===== src/include/poe_regs_pkg.sv =====
// Constants for the port status and mode register bank of a four-port PoE source controller.
// Assumes a byte-wide command/data register port driven by an I2C front end on the same clock.
//
// Notes on behaviour
// - Port 3 and 4 status registers hold class in bits 7:4, detect in 3:0.
// - Port 1 and 2 status registers sit at 0x0c and 0x0d, same layout.
// - Class codes: unknown, classes 1-4, reserved as class 0, class 0, overcurrent, mismatch.
// - Mismatch from two-event class when results differ and second not overcurrent, or from a class code of 1000.
// - Overcurrent on first class event is recorded and no second event follows.
// - Auto mode does not power a port on an overcurrent or two-event mismatch result and returns it to idle.
// - Overcurrent or two-event mismatch classification sets that port's start-fault flag.
// - Detect codes: unknown, short, low, valid, high, open, transistor fault, legacy set.
// - Detect codes 1001 to 1100 appear only under legacy detection.
// - Power status holds power-good flags in 7:4 and power-on flags in 3:0.
// - Port turn-off, including fault turn-off, clears both of its power flags.
// - Power-good sets when on and drain below threshold, latched until turn-off or reset.
// - Address register shows the seven-bit bus address and the automatic bit at bit 7.
// - Automatic bit is sampled only after reset; it sets automatic-dependent reset values.
// - Mode register holds two bits per port, port 1 lowest: off, manual, semi, auto.
// - Off mode keeps a port dark and idle; manual mode never changes state alone.
// - Semi-auto automates detect and class; auto also automates power-on.
// - Detect-enable and classify-enable bits gate detection and classification per port.

package poe_regs_pkg;

    // ========================================================================
    // Command codes
    localparam logic [7:0] CMD_START_EVT_RO = 8'h08;
    localparam logic [7:0] CMD_START_EVT_COR = 8'h09;
    localparam logic [7:0] CMD_PORT1_RESULT = 8'h0c;
    localparam logic [7:0] CMD_PORT2_RESULT = 8'h0d;
    localparam logic [7:0] CMD_PORT3_RESULT = 8'h0e;
    localparam logic [7:0] CMD_PORT4_RESULT = 8'h0f;
    localparam logic [7:0] CMD_POWER_STATE  = 8'h10;
    localparam logic [7:0] CMD_BUS_ADDRESS  = 8'h11;
    localparam logic [7:0] CMD_MODE_SELECT  = 8'h12;
    localparam logic [7:0] CMD_DET_CLS_EN   = 8'h14;

    // ========================================================================
    // Field layout and reset values
    localparam int         NUM_PORTS        = 4;
    localparam int         CLASS_LSB        = 4;
    localparam int         PG_LSB           = 4;
    localparam int         AUTO_BIT         = 7;
    localparam logic [6:0] BUS_ADDR_INIT    = 7'h20;
    localparam logic       AUTO_INIT        = 1'b1;
    localparam logic [7:0] RESULT_RESET     = 8'h00;

    // ========================================================================
    // Operating modes
    typedef enum logic [1:0] {
        MODE_OFF    = 2'h0,
        MODE_MANUAL = 2'h1,
        MODE_SEMI   = 2'h2,
        MODE_AUTO   = 2'h3
    } port_mode_type;

    // ========================================================================
    // Classification and detection codes
    localparam logic [3:0] CLS_UNKNOWN   = 4'h0;
    localparam logic [3:0] CLS_CLASS4    = 4'h4;
    localparam logic [3:0] CLS_RESERVED  = 4'h5;
    localparam logic [3:0] CLS_CLASS0    = 4'h6;
    localparam logic [3:0] CLS_OVERCUR   = 4'h7;
    localparam logic [3:0] CLS_MISMATCH  = 4'h8;
    localparam logic [3:0] DET_UNKNOWN   = 4'h0;
    localparam logic [3:0] DET_VALID     = 4'h4;
    localparam logic [3:0] DET_RSVD_A    = 4'h2;
    localparam logic [3:0] DET_RSVD_B    = 4'h7;
    localparam logic [3:0] DET_LEGACY_LO = 4'h9;
    localparam logic [3:0] DET_LEGACY_HI = 4'hc;
    localparam logic [3:0] DET_MAX       = 4'hc;

    // ========================================================================
    // Timing
    localparam int CLK_PERIOD_NS    = 10;
    localparam int MODE_SETTLE_US   = 1200;
    localparam int MODE_SETTLE_CYC  = (MODE_SETTLE_US * 1000 + CLK_PERIOD_NS - 1) / CLK_PERIOD_NS;

endpackage


===== src/logic/poe_port_seq.sv =====
// Per-port detect, classify and power sequencer for one PoE port.
// Assumes analog measurement results arrive as same-clock strobes from the measurement engine.
`timescale 1ns/1ns

module poe_port_seq (
    // Clock and reset
    input  wire logic                        ref_clk,
    input  wire logic                        nrst,
    // Configuration
    input  wire poe_regs_pkg::port_mode_type mode,
    input  wire logic                        detect_enable_bit,
    input  wire logic                        classify_enable_bit,
    input  wire logic                        legacy_enable,
    input  wire logic                        two_event_enable,
    input  wire logic                        power_on_cmd,
    input  wire logic                        power_off_cmd,
    // Measurement engine
    input  wire logic                        meas_done,
    input  wire logic [3:0]                  meas_code,
    input  wire logic                        pg_below,
    input  wire logic                        port_fault,
    output logic                             det_request,
    output logic                             cls_request,
    // Results
    output logic [3:0]                       port_class_result,
    output logic [3:0]                       port_detect_result,
    output logic                             power_on,
    output logic                             power_good,
    output logic                             start_fault_pulse
);
    import poe_regs_pkg::*;

    typedef enum logic [4:0] {
        ST_IDLE   = 5'b00001,
        ST_DETECT = 5'b00010,
        ST_CLS1   = 5'b00100,
        ST_CLS2   = 5'b01000,
        ST_ON     = 5'b10000
    } seq_state_type;

    typedef struct packed {
        seq_state_type state;
        logic [3:0]    cls;
        logic [3:0]    det;
        logic [3:0]    first_cls;
        logic          blocked;
        logic          pe;
        logic          pg;
        logic          strt;
    } seq_reg_type;

    seq_reg_type cur_ff;
    seq_reg_type nxt_ff;

    // Reserved class code reads as class 0.
    function automatic logic [3:0] map_class(input logic [3:0] code);
        if (code == CLS_RESERVED) begin
            return CLS_CLASS0;
        end
        if (code > CLS_MISMATCH) begin
            return CLS_UNKNOWN;
        end
        return code;
    endfunction

    // Legacy codes only under legacy detection; reserved codes fold to unknown.
    function automatic logic [3:0] map_detect(input logic [3:0] code, input logic legacy);
        if (code == DET_RSVD_A || code == DET_RSVD_B || code > DET_MAX) begin
            return DET_UNKNOWN;
        end
        if (!legacy && code >= DET_LEGACY_LO && code <= DET_LEGACY_HI) begin
            return DET_UNKNOWN;
        end
        return code;
    endfunction

    always_comb begin
        logic [3:0] cres;
        nxt_ff      = cur_ff;
        nxt_ff.strt = 1'b0;
        cres        = map_class(meas_code);
        unique case (cur_ff.state)
            ST_IDLE: begin
                // Off and manual modes never start a cycle on their own.
                if ((mode == MODE_SEMI || mode == MODE_AUTO) && detect_enable_bit) begin
                    nxt_ff.state = ST_DETECT;
                end
                if (power_on_cmd && mode != MODE_OFF) begin
                    nxt_ff.state = ST_ON;
                    nxt_ff.pe    = 1'b1;
                end
            end
            ST_DETECT: begin
                if (meas_done) begin
                    nxt_ff.det   = map_detect(meas_code, legacy_enable);
                    nxt_ff.state = (nxt_ff.det == DET_VALID && classify_enable_bit) ? ST_CLS1 : ST_IDLE;
                end
            end
            ST_CLS1: begin
                if (meas_done) begin
                    nxt_ff.first_cls = cres;
                    nxt_ff.cls       = cres;
                    nxt_ff.blocked   = 1'b0;
                    nxt_ff.state     = ST_IDLE;
                    if (cres == CLS_OVERCUR) begin
                        nxt_ff.strt    = 1'b1;
                        nxt_ff.blocked = 1'b1;
                    end else if (two_event_enable && cres != CLS_UNKNOWN) begin
                        nxt_ff.state = ST_CLS2;
                    end else if (mode == MODE_AUTO && cres != CLS_UNKNOWN) begin
                        nxt_ff.state = ST_ON;
                        nxt_ff.pe    = 1'b1;
                    end
                end
            end
            ST_CLS2: begin
                if (meas_done) begin
                    nxt_ff.state = ST_IDLE;
                    if (cres != CLS_OVERCUR && cres != cur_ff.first_cls) begin
                        nxt_ff.cls = CLS_MISMATCH;
                    end else begin
                        nxt_ff.cls = cres;
                    end
                    if (nxt_ff.cls == CLS_OVERCUR || nxt_ff.cls == CLS_MISMATCH) begin
                        nxt_ff.strt    = 1'b1;
                        nxt_ff.blocked = 1'b1;
                    end else if (mode == MODE_AUTO) begin
                        nxt_ff.state = ST_ON;
                        nxt_ff.pe    = 1'b1;
                    end
                end
            end
            ST_ON: begin
                if (pg_below) begin
                    nxt_ff.pg = 1'b1;
                end
            end
        endcase
        // Any turn-off, commanded, by fault or by off mode, drops both flags and results.
        if (power_off_cmd || port_fault || mode == MODE_OFF) begin
            nxt_ff.state = ST_IDLE;
            nxt_ff.pe    = 1'b0;
            nxt_ff.pg    = 1'b0;
            if (cur_ff.pe) begin
                nxt_ff.cls = CLS_UNKNOWN;
                nxt_ff.det = DET_UNKNOWN;
            end
        end
    end

    always_ff @(posedge ref_clk) begin
        if (!nrst) begin
            cur_ff <= '{state: ST_IDLE, cls: CLS_UNKNOWN, det: DET_UNKNOWN, first_cls: CLS_UNKNOWN,
                        blocked: 1'b0, pe: 1'b0, pg: 1'b0, strt: 1'b0};
        end else begin
            cur_ff <= nxt_ff;
        end
    end

    assign det_request        = (cur_ff.state == ST_DETECT);
    assign cls_request        = (cur_ff.state == ST_CLS1) || (cur_ff.state == ST_CLS2);
    assign port_class_result  = cur_ff.cls;
    assign port_detect_result = cur_ff.det;
    assign power_on           = cur_ff.pe;
    assign power_good         = cur_ff.pg;
    assign start_fault_pulse  = cur_ff.strt;

endmodule


===== src/logic/poe_port_status_mode_regs.sv =====
// Register bank: port results, power status, bus address and operating mode for four ports.
// Assumes an I2C front end on ref_clk delivers decoded command, write and read strobes.
`timescale 1ns/1ns

module poe_port_status_mode_regs #(
    parameter int SETTLE_CYC = poe_regs_pkg::MODE_SETTLE_CYC
) (
    // Clock and reset
    input  wire logic                                   ref_clk,
    input  wire logic                                   nrst,
    // Register port from the I2C front end
    input  wire logic [7:0]                             cmd_code,
    input  wire logic                                   wr_strobe,
    input  wire logic [7:0]                             wr_data,
    input  wire logic                                   rd_strobe,
    output logic [7:0]                                  rd_data,
    // Nonvolatile configuration, from pins of the storage block
    input  wire logic [6:0]                             nv_bus_address,
    input  wire logic                                   nv_auto,
    // Per-port measurement engine
    input  wire logic [poe_regs_pkg::NUM_PORTS-1:0]     meas_done,
    input  wire logic [4*poe_regs_pkg::NUM_PORTS-1:0]   meas_code,
    input  wire logic [poe_regs_pkg::NUM_PORTS-1:0]     port_drain_pin,
    input  wire logic [poe_regs_pkg::NUM_PORTS-1:0]     port_fault,
    input  wire logic                                   legacy_enable,
    input  wire logic                                   two_event_enable,
    output logic [poe_regs_pkg::NUM_PORTS-1:0]          det_request,
    output logic [poe_regs_pkg::NUM_PORTS-1:0]          cls_request,
    // Power switches and flags
    output logic [poe_regs_pkg::NUM_PORTS-1:0]          port_power_on_flags,
    output logic [poe_regs_pkg::NUM_PORTS-1:0]          port_power_good_flags,
    output logic [poe_regs_pkg::NUM_PORTS-1:0]          start_fault_flag,
    output logic                                        mode_settle_busy
);
    import poe_regs_pkg::*;

    typedef struct packed {
        logic [1:0]             init_cnt;
        logic [6:0]             addr;
        logic                   auto_bit;
        logic [7:0]             mode;
        logic [7:0]             det_cls_en;
        logic [NUM_PORTS-1:0]   strt;
        logic [NUM_PORTS-1:0]   pwr_on_cmd;
        logic [NUM_PORTS-1:0]   pwr_off_cmd;
        logic [2*NUM_PORTS-1:0] drain_sync;
        logic [16:0]            settle;
        logic [7:0]             rd;
    } bank_reg_type;

    bank_reg_type cur_ff;
    bank_reg_type nxt_ff;

    logic [3:0]           cls_res [NUM_PORTS];
    logic [3:0]           det_res [NUM_PORTS];
    logic [NUM_PORTS-1:0] pe_w;
    logic [NUM_PORTS-1:0] pg_w;
    logic [NUM_PORTS-1:0] strt_pulse;
    logic [NUM_PORTS-1:0] drain_low;

    // ========================================================================
    // Port sequencers
    genvar p;
    generate
        for (p = 0; p < NUM_PORTS; p++) begin : g_port
            poe_port_seq u_seq (
                .ref_clk             (ref_clk),
                .nrst                (nrst),
                .mode                (port_mode_type'(cur_ff.mode[2*p +: 2])),
                .detect_enable_bit   (cur_ff.det_cls_en[p]),
                .classify_enable_bit (cur_ff.det_cls_en[CLASS_LSB+p]),
                .legacy_enable       (legacy_enable),
                .two_event_enable    (two_event_enable),
                .power_on_cmd        (cur_ff.pwr_on_cmd[p]),
                .power_off_cmd       (cur_ff.pwr_off_cmd[p]),
                .meas_done           (meas_done[p]),
                .meas_code           (meas_code[4*p +: 4]),
                .pg_below            (drain_low[p]),
                .port_fault          (port_fault[p]),
                .det_request         (det_request[p]),
                .cls_request         (cls_request[p]),
                .port_class_result   (cls_res[p]),
                .port_detect_result  (det_res[p]),
                .power_on            (pe_w[p]),
                .power_good          (pg_w[p]),
                .start_fault_pulse   (strt_pulse[p])
            );
            // Drain comparator is an asynchronous pin, so only the second stage is read.
            assign drain_low[p] = cur_ff.drain_sync[NUM_PORTS+p];
        end
    endgenerate

    function automatic logic [7:0] result_byte(input logic [3:0] cls, input logic [3:0] det);
        return {cls, det};
    endfunction

    function automatic logic off_to_active(input logic [1:0] old_m, input logic [1:0] new_m);
        return (old_m == MODE_OFF) && (new_m == MODE_SEMI || new_m == MODE_AUTO);
    endfunction

    // ========================================================================
    // Register behaviour
    always_comb begin
        logic [7:0] rsel;
        logic       wr_ok;
        nxt_ff             = cur_ff;
        nxt_ff.pwr_on_cmd  = '0;
        nxt_ff.pwr_off_cmd = '0;
        rsel               = 8'h00;
        wr_ok              = 1'b1;
        nxt_ff.drain_sync  = {cur_ff.drain_sync[NUM_PORTS-1:0], port_drain_pin};

        // The nonvolatile bits are captured after reset release, never during it.
        if (cur_ff.init_cnt != 2'h0) begin
            nxt_ff.init_cnt = cur_ff.init_cnt - 2'h1;
            nxt_ff.addr     = nv_bus_address;
            nxt_ff.auto_bit = nv_auto;
            nxt_ff.mode       = nv_auto ? {NUM_PORTS{MODE_AUTO}} : 8'h00;
            nxt_ff.det_cls_en = nv_auto ? 8'hff : 8'h00;
            wr_ok             = 1'b0;
        end

        if (cur_ff.settle != 17'h00000) begin
            nxt_ff.settle = cur_ff.settle - 17'h00001;
        end

        // Only mode and enable registers accept writes; read-only codes drop silently.
        if (wr_strobe && wr_ok) begin
            unique case (cmd_code)
                CMD_MODE_SELECT: begin
                    nxt_ff.mode = wr_data;
                    for (int i = 0; i < NUM_PORTS; i++) begin
                        if (off_to_active(cur_ff.mode[2*i +: 2], wr_data[2*i +: 2])) begin
                            nxt_ff.settle = 17'(SETTLE_CYC);
                        end
                    end
                end
                CMD_DET_CLS_EN: begin
                    nxt_ff.det_cls_en = wr_data;
                end
                default: begin
                end
            endcase
        end

        // Start-fault flags: hardware set wins over a clear-on-read in the same cycle.
        if (rd_strobe && cmd_code == CMD_START_EVT_COR) begin
            nxt_ff.strt = '0;
        end
        for (int i = 0; i < NUM_PORTS; i++) begin
            if (strt_pulse[i]) begin
                nxt_ff.strt[i] = 1'b1;
            end
        end

        unique case (cmd_code)
            CMD_PORT1_RESULT: rsel = result_byte(cls_res[0], det_res[0]);
            CMD_PORT2_RESULT: rsel = result_byte(cls_res[1], det_res[1]);
            CMD_PORT3_RESULT: rsel = result_byte(cls_res[2], det_res[2]);
            CMD_PORT4_RESULT: rsel = result_byte(cls_res[3], det_res[3]);
            CMD_POWER_STATE:  rsel = {pg_w, pe_w};
            CMD_BUS_ADDRESS:  rsel = {cur_ff.auto_bit, cur_ff.addr};
            CMD_MODE_SELECT:  rsel = cur_ff.mode;
            CMD_DET_CLS_EN:   rsel = cur_ff.det_cls_en;
            CMD_START_EVT_RO,
            CMD_START_EVT_COR: rsel = {4'h0, cur_ff.strt};
            default:          rsel = 8'h00;
        endcase
        if (rd_strobe) begin
            nxt_ff.rd = rsel;
        end
    end

    always_ff @(posedge ref_clk) begin
        if (!nrst) begin
            cur_ff <= '{init_cnt: 2'h1, addr: BUS_ADDR_INIT, auto_bit: AUTO_INIT, mode: 8'h00,
                        det_cls_en: 8'h00, strt: '0, pwr_on_cmd: '0, pwr_off_cmd: '0,
                        drain_sync: '0, settle: 17'h00000, rd: RESULT_RESET};
        end else begin
            cur_ff <= nxt_ff;
        end
    end

    assign rd_data               = cur_ff.rd;
    assign port_power_on_flags   = pe_w;
    assign port_power_good_flags = pg_w;
    assign start_fault_flag      = cur_ff.strt;
    assign mode_settle_busy      = (cur_ff.settle != 17'h00000);

endmodule


===== config.mk =====
export PLATFORM = sky130hd
export DESIGN_NAME = poe_port_status_mode_regs
export DESIGN_NICKNAME = d
export VERILOG_FILES = /design/src/include/poe_regs_pkg.sv /design/src/logic/poe_port_seq.sv /design/src/logic/poe_port_status_mode_regs.sv
export SDC_FILE = /design/constraint.sdc
export NUM_CORES = 1
export LEC_CHECK = 0
export ABC_AREA = 1
export BUFFER_PORTS_ARGS = -buffer_cell sky130_fd_sc_hd__buf_2
export CORE_ASPECT_RATIO = 0.75
export CORE_MARGIN = 5
export CORE_UTILIZATION = 42
export DETAILED_ROUTE_END_ITERATION = 16
export HOLD_SLACK_MARGIN = 0.08
export SLEW_MARGIN = 20
export SYNTH_ARGS = -nofsm -noshare
export SYNTH_HDL_FRONTEND = slang
export SYNTH_HIERARCHICAL = 1
export SYNTH_SLANG_ARGS = --single-unit

===== constraint.sdc =====
create_clock -name ref_clk -period 2.9 [get_ports ref_clk]
set_input_delay 0.29 -clock ref_clk [delete_from_list [all_inputs] [get_ports ref_clk]]
set_output_delay 0.29 -clock ref_clk [all_outputs]
set_load 0.01 [all_outputs]

# Word level (Yosys, flattened, before mapping)
# Index checks and enable logic that the tools add are counted.
dict set report op_classes {
  eq_ne 122
  bitwise_logic 1
  n_addsub 2
  n_mux 235
  order_cmp 16
  reduce_logical 118
}
# op count
set ops {}
lappend ops {{4-bit two-way mux} 61}
lappend ops {{5-bit two-way mux} 32}
lappend ops {{17-bit two-way mux} 7}
lappend ops {{1-bit two-way mux} 93}
lappend ops {{8-bit two-way mux} 11}
lappend ops {{4-bit by 3-bit equality test with 1-bit output, second input constant} 20}
lappend ops {{5-bit case mux with 4 select lines} 4}
lappend ops {{9-bit two-way mux} 8}
lappend ops {{8-bit case mux with 9 select lines} 1}
lappend ops {{8-bit by 4-bit equality test with 1-bit output, second input constant} 6}
lappend ops {{2-bit inequality test, second input constant} 24}
lappend ops {{1-bit logical AND} 38}
lappend ops {{9-bit AND reduction} 4}
lappend ops {{2-bit equality test, second input constant} 16}
lappend ops {{8-bit by 5-bit equality test with 1-bit output, second input constant} 4}
lappend ops {{4-bit greater-than comparator, second input constant} 8}
lappend ops {{1-bit logical OR} 32}
lappend ops {{16-bit two-way mux} 2}
lappend ops {{4-bit case mux with 2 select lines} 4}
lappend ops {{4-bit nonzero test} 8}
lappend ops {{2-bit by 1-bit inequality test with 1-bit output, second input constant} 12}
lappend ops {{5-bit by 1-bit equality test with 1-bit output, second input constant} 4}
lappend ops {{5-bit by 2-bit equality test with 1-bit output, second input constant} 4}
lappend ops {{5-bit by 3-bit equality test with 1-bit output, second input constant} 4}
lappend ops {{other kinds (23)} 87}
dict set report word_totals {
  out_inout_bits 29
  inputBits 58
  reg_bits 151
  wordCells 536
}

# Depth between registers and ports, before layout
# Gate-level depths: netlist of the first run.
dict set report logic_depth {
  word_depth 18
  ltp_mapped 12
  mapped_depth_nobuf 12
}

# Hierarchy
# Netlist of the first run, hierarchy kept.
# mod seq_area_each_um2 n_inst cells_per_inst area_per_inst_um2
set by_module_without_submodules {}
lappend by_module_without_submodules {poe_port_seq 400.4 4 203 1273.7}
lappend by_module_without_submodules {poe_port_status_mode_regs 1261.2 1 510 3449.6}

# Worst setup path before layout of the first run
# OpenSTA, ideal clock, no wires.
dict set report synth_timing {
  path_kind {register -> register}
  from {register, netlist name cur_ff[69]}
  to {register, netlist name cur_ff[45]}
  required_time_ns 2.778
  slack_ns 1.455
  setup_ns 0.122
  synth_period_minus_slack_ns 1.445
  path_stages_with_launch 10
  n_path_buf 2
  arrival_time_ns 1.323
  cell_sequence {dfxtp_1 inv_1 ha_1 buf_4 clkinv_1 nand2_1 inv_1 buf_4 a21oi_1 a21oi_1}
}

# Final worst setup path of the first run
dict set report layout_timing {
  from {register g_port[3].u_seq/cur_ff[16] (netlist bit)}
  to {output cls_request[3] (netlist bit)}
}
dict set report layout_between {
  elab_chain_len 2
  word_cells_on_any_way 3
  cone_classes {eq/ne: 2; reduce/logical: 1}
}
# item line_no
set layout_rtl {}
lappend layout_rtl {{start: declaration} poe_port_seq.sv:52} ;# seq_reg_type cur_ff;
lappend layout_rtl {{start signal: assignment} poe_port_seq.sv:153} ;# cur_ff <= '{state: ST_IDLE, cls: CLS_UNKNOWN, det: DET_UNKNOWN, first_cls: CLS_UNKNOWN,
lappend layout_rtl {{start signal: assignment} poe_port_seq.sv:156} ;# cur_ff <= nxt_ff;
lappend layout_rtl {{5-bit by 3-bit equality test with 1-bit output or 5-bit by 4-bit equality test with 1-bit output (tied branches)} poe_port_seq.sv:161} ;# assign cls_request = (cur_ff.state == ST_CLS1) || (cur_ff.state == ST_CLS2);
lappend layout_rtl {{1-bit logical OR *} poe_port_seq.sv:161}
lappend layout_rtl {{end: declaration} poe_port_status_mode_regs.sv:28} ;# output logic [poe_regs_pkg::NUM_PORTS-1:0] cls_request,
# Mark *: on every way between the ends. The rest lies on a longest branch, timed or not.

==> impl_results.md, run 1 <==
- Io pins: 87
- Root Driver: clkbuf_16
- Initial antenna violation count: 1
- Critical Path End Type: primary output
- XOR/XNOR Fraction of Synth Area: 0.923%
- Filler instances: 2113
- Unrepaired setup endpoints after global routing: false
- Clk_skew: 8.99 ps
- Setup Buffers After CTS: 0
- First-pass GRT wire length: 40300 um
- Area of the multi-input gates: 4620 um2
- Rel. slew slack: 55.1%
- Hold crit path type: primary input to register
- Gr ovfl total: 0
- Power per cell area: 639 nW/um2
- Post-Synth Adder-Cell Area: 0.439%
- Status: finished clean
- Top FF cell, synth: dfxtp_1
- Sequential Area: 2860 um2
- Final Util: 48.0%
- Yosys reg bits: 143
- Layout cell share with drive strength beyond 1: 15.3%
- Initial drt markers: 925
- Vias in the first global route: 7655
- Hold Vio Cnt, Final: 0
- Asr flop ratio synth: 0%
- Critical Path Source Type: register
- Clock transition at path regs: 60 ps
- CTS Sinks: 143
- Via count: 8701
- Sequential share of the synthesized area: 33.5%
- TritonCTS clock tree: done
- Row count: 45
- F_max: 504 MHz
- Worst EP required: 2610 ps
- Most common cell after layout, fill and taps aside: nand2_1
- Netlist Area Pre-Place: 8540 um2
- Clock buffer depth: 2
- Pins Over Slew Limit: 0
- Dpl hpwl: 19700 um
- Largest family of logic cells by synthesized area: simple AND/OR/NAND/NOR gates
- Post-route ant nets: 0
- Post-synthesis simple-gate area fraction: 38.2%
- Chip Width: 175 um
- MaxCap Viol Count: 0
- WL per Instance: 15.3 um
- Number of nets in the layout: 1441
- Leak: 4.39 nW
- DRC: 0
- Mapped Avg Cell Area: 6.46 um2
- Port bufs: 86
- Pin count of the biggest net entering global routing: 33
- Worst Tran Pin Value: 673 ps
- Gr usage total: 21.3%
- Final worst-path cycle share: 68.4%
- Worst vdd ir: 0.000315 V
- Setup violations, final: 0
- Die ar.: 23300 um2
- Synthesis-to-layout area growth: 12.9%
- Initial Util: 42.5%
- Compound-Gate Fraction of Synth Area: 14.1%
- Commonest non-fill, non-tap cells in the layout: 281 x nand2_1, 168 x nand3_1, 160 x inv_1, 146 x nor2_1, 143 x dfxtp_1
- WP data arrival: 1690 ps
- # H-tree levels: 4
- Vias/cell: 5.27
- Crit Path Max Fanout: 5
- Post-synth EDFFs: 0
- CORE AREA: 20100 um2
- WL final: 25200 um
- Total CTS buffers: 17
- Ant diodes: 0
- Post-synthesis mux area share: 0%
- Min Clock Period, post-route: 1980 ps
- Critical path type: register to primary output
- WHS: 87.3 ps
- Count of different cell masters after synthesis: 37
- DIE HEIGHT: 134 um
- Worst-skew pair later-pin latency: 430 ps
- Post-Route Setup TNS: 0 ps
- First-pass DRT Iterations: 5
- Final Wtd Congestion: 0.900
- Post-CTS Resized: 0
- Yosys warnings: 6
- Synth Instances: 1322
==> sequential cells by signal, indices dropped and copies added (netlist names) <==
name / flops
g_port.u_seq/power_on: 4
g_port.u_seq/power_good: 4
g_port.u_seq/port_detect_result: 16
g_port.u_seq/cur_ff: 36
cur_ff: 51
rd_data: 8
g_port.u_seq/start_fault_pulse: 4
start_fault_flag: 4
g_port.u_seq/port_class_result: 16
==> cell type report <==
cell class              count  area share [%]
multi-input cells         946            47.9
flip-flops and latches    143            29.7
inverters                 178            6.92
repair buffers             94            5.19
clock buffers              21            4.88
well taps                 258            3.35
clock inverters            10            2.14
==> worst paths after layout <==
| check | startpoint | endpoint | slack (ps) | depth (start not counted) |
|---|---|---|---|---|
| hold reg to reg | cur_ff[28] | cur_ff[32] | 410 | 2 |
| hold / removal | nv_bus_address[5] | cur_ff[67] | 90 | 3 |
| setup / recovery | g_port[3].u_seq/cur_ff[16] | cls_request[3] | 920 | 6 |
| setup reg to reg | cur_ff[69] | cur_ff[50] | 1150 | 7 |
==> where the power goes <==
part / internal (mW) / total (mW) / leakage, nW / switching [mW]
clock network: 1.68 / 2.53 / 0.330 / 0.853
logic: 0.464 / 1.36 / 2.89 / 0.900
registers: 2.12 / 2.27 / 1.16 / 0.147
total: 4.27 / 6.17 / 4.39 / 1.90
==> cells in the mapped netlist, types with 7 or more instances <==
cell     number  area share, %
o21ai_1       8           0.47
nand2_2       7           0.51
nor2_2       28            2.1
nor3_1        9           0.53
o221a_2       8            1.1
buf_4        46            4.0
a31oi_1       8           0.59
nand4_1      27            2.0
nand2_1     281             12
a21oi_1     136            8.0
buf_2         7           0.41
inv_1       160            7.0
nor2_4        7           0.92
xor2_1        8           0.82
nand3_1     168            9.8
dfxtp_1     143             34
nor2_1      146            6.4
nand3_2      13            1.5
inv_2        17           0.75
o21ai_0      54            3.2
==> critical path, cell delays in order, from the launching register on <==
cell and delay, ps:
dfxtp_1 340, nor2_2 190, nand4_2 190, inv_1 200, nor2_1 80, inv_1 110, buf_2 150
==> cell families after synthesis <==
kind of cell	Yosys count
compound gates	223
xor+xnor	9
fa+ha+maj	3
buf+inv	240
flops	143
other cells	1
simple gates	703
==> metrics by stage <==
step / setup WS [ps] / area [um2] / std cells / power (mW)
floorplan: 1450 / 8570 / 1329 / 3.30
global placement: 1030 / 8930 / 1615 / 3.65
detailed placement: 948 / 8930 / 1615 / 3.66
CTS: 929 / 9650 / 1650 / 6.20
global route: 807 / 9650 / 1650 / 6.49
finish: 916 / 9650 / 1650 / 6.17
==> metal layers <==
layer  track usage (%)  vias up  part of all wire [%]  wire (um)
met5                 0        -                 0.052         13
met4              5.36        2                   1.4        362
met3              4.60       30                   7.6       1920
met2              29.7      300                    39       9920
met1              33.0     3941                    51      13000
li1                  -     4428                     -          -
==> repair_timing <==
action	in CTS	in global routing
hold buffers	4	0
setup endpoints to repair	0	0
hold endpoints to repair	4	0
No activity file was read; power rests on OpenSTA's default activity.
==> run 2, diff against run 1 <==
--- a/config.mk
+++ b/config.mk
@@ -5,7 +5,7 @@
 export SDC_FILE = /design/constraint.sdc
 export NUM_CORES = 1
 export LEC_CHECK = 0
-export ABC_AREA = 1
+export ABC_AREA = 0
 export BUFFER_PORTS_ARGS = -buffer_cell sky130_fd_sc_hd__buf_2
 export CORE_ASPECT_RATIO = 0.75
 export CORE_MARGIN = 5
==> constraint.sdc (replaced) <==
create_clock -name ref_clk -period 1.7 [get_ports ref_clk]
set_input_delay 0.17 -clock ref_clk [delete_from_list [all_inputs] [get_ports ref_clk]]
set_output_delay 0.17 -clock ref_clk [all_outputs]
set_load 0.01 [all_outputs]
==> run 2 against run 1 <==
Net effect: the flow now finishes with violations (setup timing); non-clock buffer count grew 193; final area grew 24%; register-to-register slack lost 1400 ps; combinational power grew to 3.9 times the previous value; synthesized cell count shrank 12%; sequential share of layout area shrank 5.4 points; die area grew 5.3%; critical endpoint is now mode_settle_busy; largest cell class unchanged.
==> impl_results.md, run 2 <==
- Status: finished, violations left
- Failing checks: setup timing
- F_max: 500 MHz
- Initial drt markers: 943 (+1.9%)
- Unrepaired setup endpoints after global routing: true
- Total CTS buffers: 17 (unchanged)
- WL per Instance: 17.4 um (+14%)
- CTS Sinks: 143 (unchanged)
- Number of nets in the layout: 1431 (-0.69%)
- Hold Startpoint: meas_code[7]
- Hold crit path type: primary input to register
- DRC: 0 (unchanged)
- Commonest non-fill, non-tap cells in the layout: 164 x buf_4, 148 x nor2_1, 124 x dfxtp_1, 85 x buf_2, 73 x a21oi_1
- Yosys reg bits: 143 (unchanged)
- Post-route setup slack: -299 ps (-1220 ps)
- Post-synth top area cell: dfxtp_1
- Met1 GRT Util: 34.4% (+1.3 points)
- Most used cell along the critical path: buf_6
- Ant diodes: 0 (unchanged)
- Root Driver: clkbuf_16
- Final Wtd Congestion: 0.932 (+3.6%)
- Dpl hpwl: 21400 um (+9.0%)
- Synth Instances: 1158 (-12%)
- Netlist Area Pre-Place: 9030 um2 (+5.7%)
- Biggest regs: cur_ff: 51 flops, g_port.u_seq/cur_ff: 36 flops
- Worst vdd ir: 0.000746 V (+140%)
- CORE AREA: 21200 um2 (+5.4%)
- Sequential share of the synthesized area: 31.7% (-1.8 points)
- WL final: 29100 um (+16%)
- DIE HEIGHT: 137 um (+2.6%)
- Final Util: 56.4% (+8.4 points)
- Min Clock Period, post-route: 2000 ps
- R2R cell count: 6 (-1)
- Chip Width: 179 um (+2.7%)
- Int Pwr: 9.00 mW (+110%)
- Critical path type: register to primary output
- Slowest cell on crit path: dfxtp_4
- MaxCap Viol Count: 0 (unchanged)
- Clock power share: 29.6% (-11 points)
- Initial antenna violation count: 0 (-1)
- Critical Path Source Type: register
- Area after DPL: 10600 um2 (+19%)
- Max reg flops: 51 (unchanged)
- Pins Over Slew Limit: 0 (unchanged)
- Gr usage total: 23.3% (+1.9 points)
- Non-Filler Instances: 1670 (+1.2%)
- R2r setup slk: -280 ps (-1430 ps)
- Vias in the first global route: 8552 (+12%)
- Net Sw Frac: 33.1% (+2.2 points)
- Post-Route Setup TNS: -2210 ps (-2210 ps)
- Post-synth EDFFs: 0 (unchanged)
- Die ar.: 24600 um2 (+5.3%)
- Setup violations, final: 18 (+18)
- Worst EP required: 1530 ps (-1080 ps)
- Yosys warnings: 6 (unchanged)
- Vias/cell: 5.60 (+6.3%)
- Io pins: 87 (unchanged)
- Count of different cell masters after synthesis: 74 (+100%)
- Worst hold path endpoint: g_port[1].u_seq/port_class_result[1]
- Post-route ant nets: 0 (unchanged)
- Psw: 4.45 mW (+130%)
- Layout cell share with drive strength beyond 1: 29.2% (+14 points)
- # H-tree levels: 4 (unchanged)
- Synthesis-to-layout area growth: 32.1%
- Worst-skew pair later-pin latency: 420 ps (about the same)
- WP data arrival: 1830 ps (+140 ps)
- Most Crowded Layer GR: met2
- Clock buffer depth: 2 (unchanged)
- Row count: 46 (+2.2%)
- Top FF cell, synth: dfxtp_1
- Critical path, cell by cell: nor4_4 > buf_4 > buf_6 > nand4_1 > or2_4 > buf_6
- Synth top area share: 31.7% (-1.8 points)
- TritonCTS clock tree: done
- First-pass DRT Iterations: 7 (+2)
- Hold Vio Cnt, Final: 0 (unchanged)
- Via count: 9357 (+7.5%)
- Asr flop ratio synth: 0% (unchanged)
- Crit Path Max Fanout: 2 (-3)
- Logic pwr share: 39.9% (+18 points)
- Most common cell after layout, fill and taps aside: buf_4
- WHS: 138 ps (+51.0 ps)
- Flop pwr share: 30.5% (-6.3 points)
- Power per cell area: 1130 nW/um2 (+76%)
- Layout Cell Area excl Fill: 11900 um2 (+24%)
- First-pass GRT wire length: 45500 um (+13%)
- Clock transition at path regs: 60 ps (about the same)
- Leak: 4.84 nW (+10%)
- DP Cell Count: 1601 (-0.87%)
- Clk_skew: 7.62 ps (-1.36 ps)
- Largest Register: cur_ff
- Gr ovfl total: 0 (unchanged)
- Critical Path End Type: primary output
- Synth cell count leaders: 153 x nor2_1, 143 x dfxtp_1, 73 x a21oi_1
- Mapped Avg Cell Area: 7.80 um2 (+21%)
- Reg2Reg Launch Point: cur_ff[8]
- Initial Util: 42.7% (+0.14 points)
- Synth area leaders: dfxtp_1 32%, nor2_1 6.4%, a21oi_1 4.0%, buf_4 4.0%, a211oi_1 3.8%
- Final worst-path cycle share: 118%
- Most common cell in the synthesized netlist: nor2_1
- Port bufs: 86 (unchanged)
- Met2 usage: 34.7% (+5.0 points)
- Worst path max stage delay: 350 ps (about the same)
- Min-Delay Path Depth: 3 (unchanged)
- GR Util met3: 4.64% (+0.044 points)
- RR Endpoint: cur_ff[16]
- Pin count of the biggest net entering global routing: 46 (+39%)
-- run 2: changes by cell type after synthesis, moves of 18 or more --
cell and change:
nand2_1 -222, nor2b_1 +50, a21oi_1 -63, mux2i_1 +33
inv_1 -134, nor3_1 +18, buf_2 +20, nor2_2 -24
clkbuf_1 +22, a211oi_1 +46, and3_1 +24, nand3_1 -122
nand2b_1 +22, a22oi_1 +21
-- run 2: worst max path at each step --
| stage | depth (start not counted) | end | from |
|---|---|---|---|
| after global routing | 6 | mode_settle_busy | cur_ff[15] |
| after CTS | 6 | mode_settle_busy | cur_ff[16] |
| final | 6 | mode_settle_busy | cur_ff[16] |
| after floorplan | 7 | cur_ff[22] | cur_ff[9] |
| after detailed placement | 7 | cur_ff[18] | cur_ff[8] |
| after global placement | 7 | cur_ff[18] | cur_ff[8] |
-- run 2: per-stage QoR --
step / power, mW / setup slack (ps)
final: 13.4 / -299
after CTS: 12.8 / -299
after global routing: 14.1 / -377
after floorplan: 6.54 / -310
after detailed placement: 8.41 / -241
after global placement: 8.36 / -234
-- run 2: cell type report --
type | count | area [um2]
Tap cell | 288 | 360
Inverter | 27 | 106
Multi-Input combinational cell | 894 | 5830
Timing Repair Buffer | 287 | 2130
Sequential cell | 143 | 2900
Clock buffer | 18 | 429
Clock inverter | 13 | 188
Fill cell | 2021 | 9240
-- run 2: cell families (layout without fill, tap and decap cells) --
group,after synthesis,in the layout,synth area share (%)
other,1,20,0.0415
muxes,37,37,4.28
buffers and inverters,140,345,8.41
adders and majority gates,4,4,0.526
AOI/OAI and AO/OA,327,327,25.0
and+or+nand+nor,497,497,29.2
xor gates and xnor gates,9,9,0.873
DFF,143,143,31.7
-- run 2: repair_timing --
| item | 4_1_cts | 5_1_grt |
|---|---|---|
| endpoints found under the hold margin | 27 | 0 |
| setup buffers | 6 | 13 |
| gates cloned | 2 | 0 |
| resized for setup | 29 | 62 |
| endpoints found under the setup margin | 30 | 53 |
| pin swaps | 2 | 9 |
| hold buffers | 19 | 0 |
-- run 2: power groups by stage --
| stage | registers [mW] | clock network, mW | logic (mW) |
|---|---|---|---|
| floorplan | 4.06 | 0 | 2.48 |
| global placement | 4.10 | 0 | 4.26 |
| detailed placement | 4.10 | 0 | 4.31 |
| CTS | 4.06 | 4.04 | 4.74 |
| global route | 4.15 | 4.16 | 5.82 |
| finish | 4.10 | 3.98 | 5.37 |
-- run 2: critical path: cells and delay by family (launching register included) --
| family | cells | cell delay (ps) |
|---|---|---|
| simple gates | 3 | 670 |
| buf+inv | 3 | 380 |
| flops | 1 | 350 |
-- run 2: metal layers --
layer | vias up | share of wire [%]
met5 | - | 0
met4 | 0 | 1.7
met3 | 37 | 7.3
met2 | 313 | 43
met1 | 4368 | 48
li1 | 4639 | -
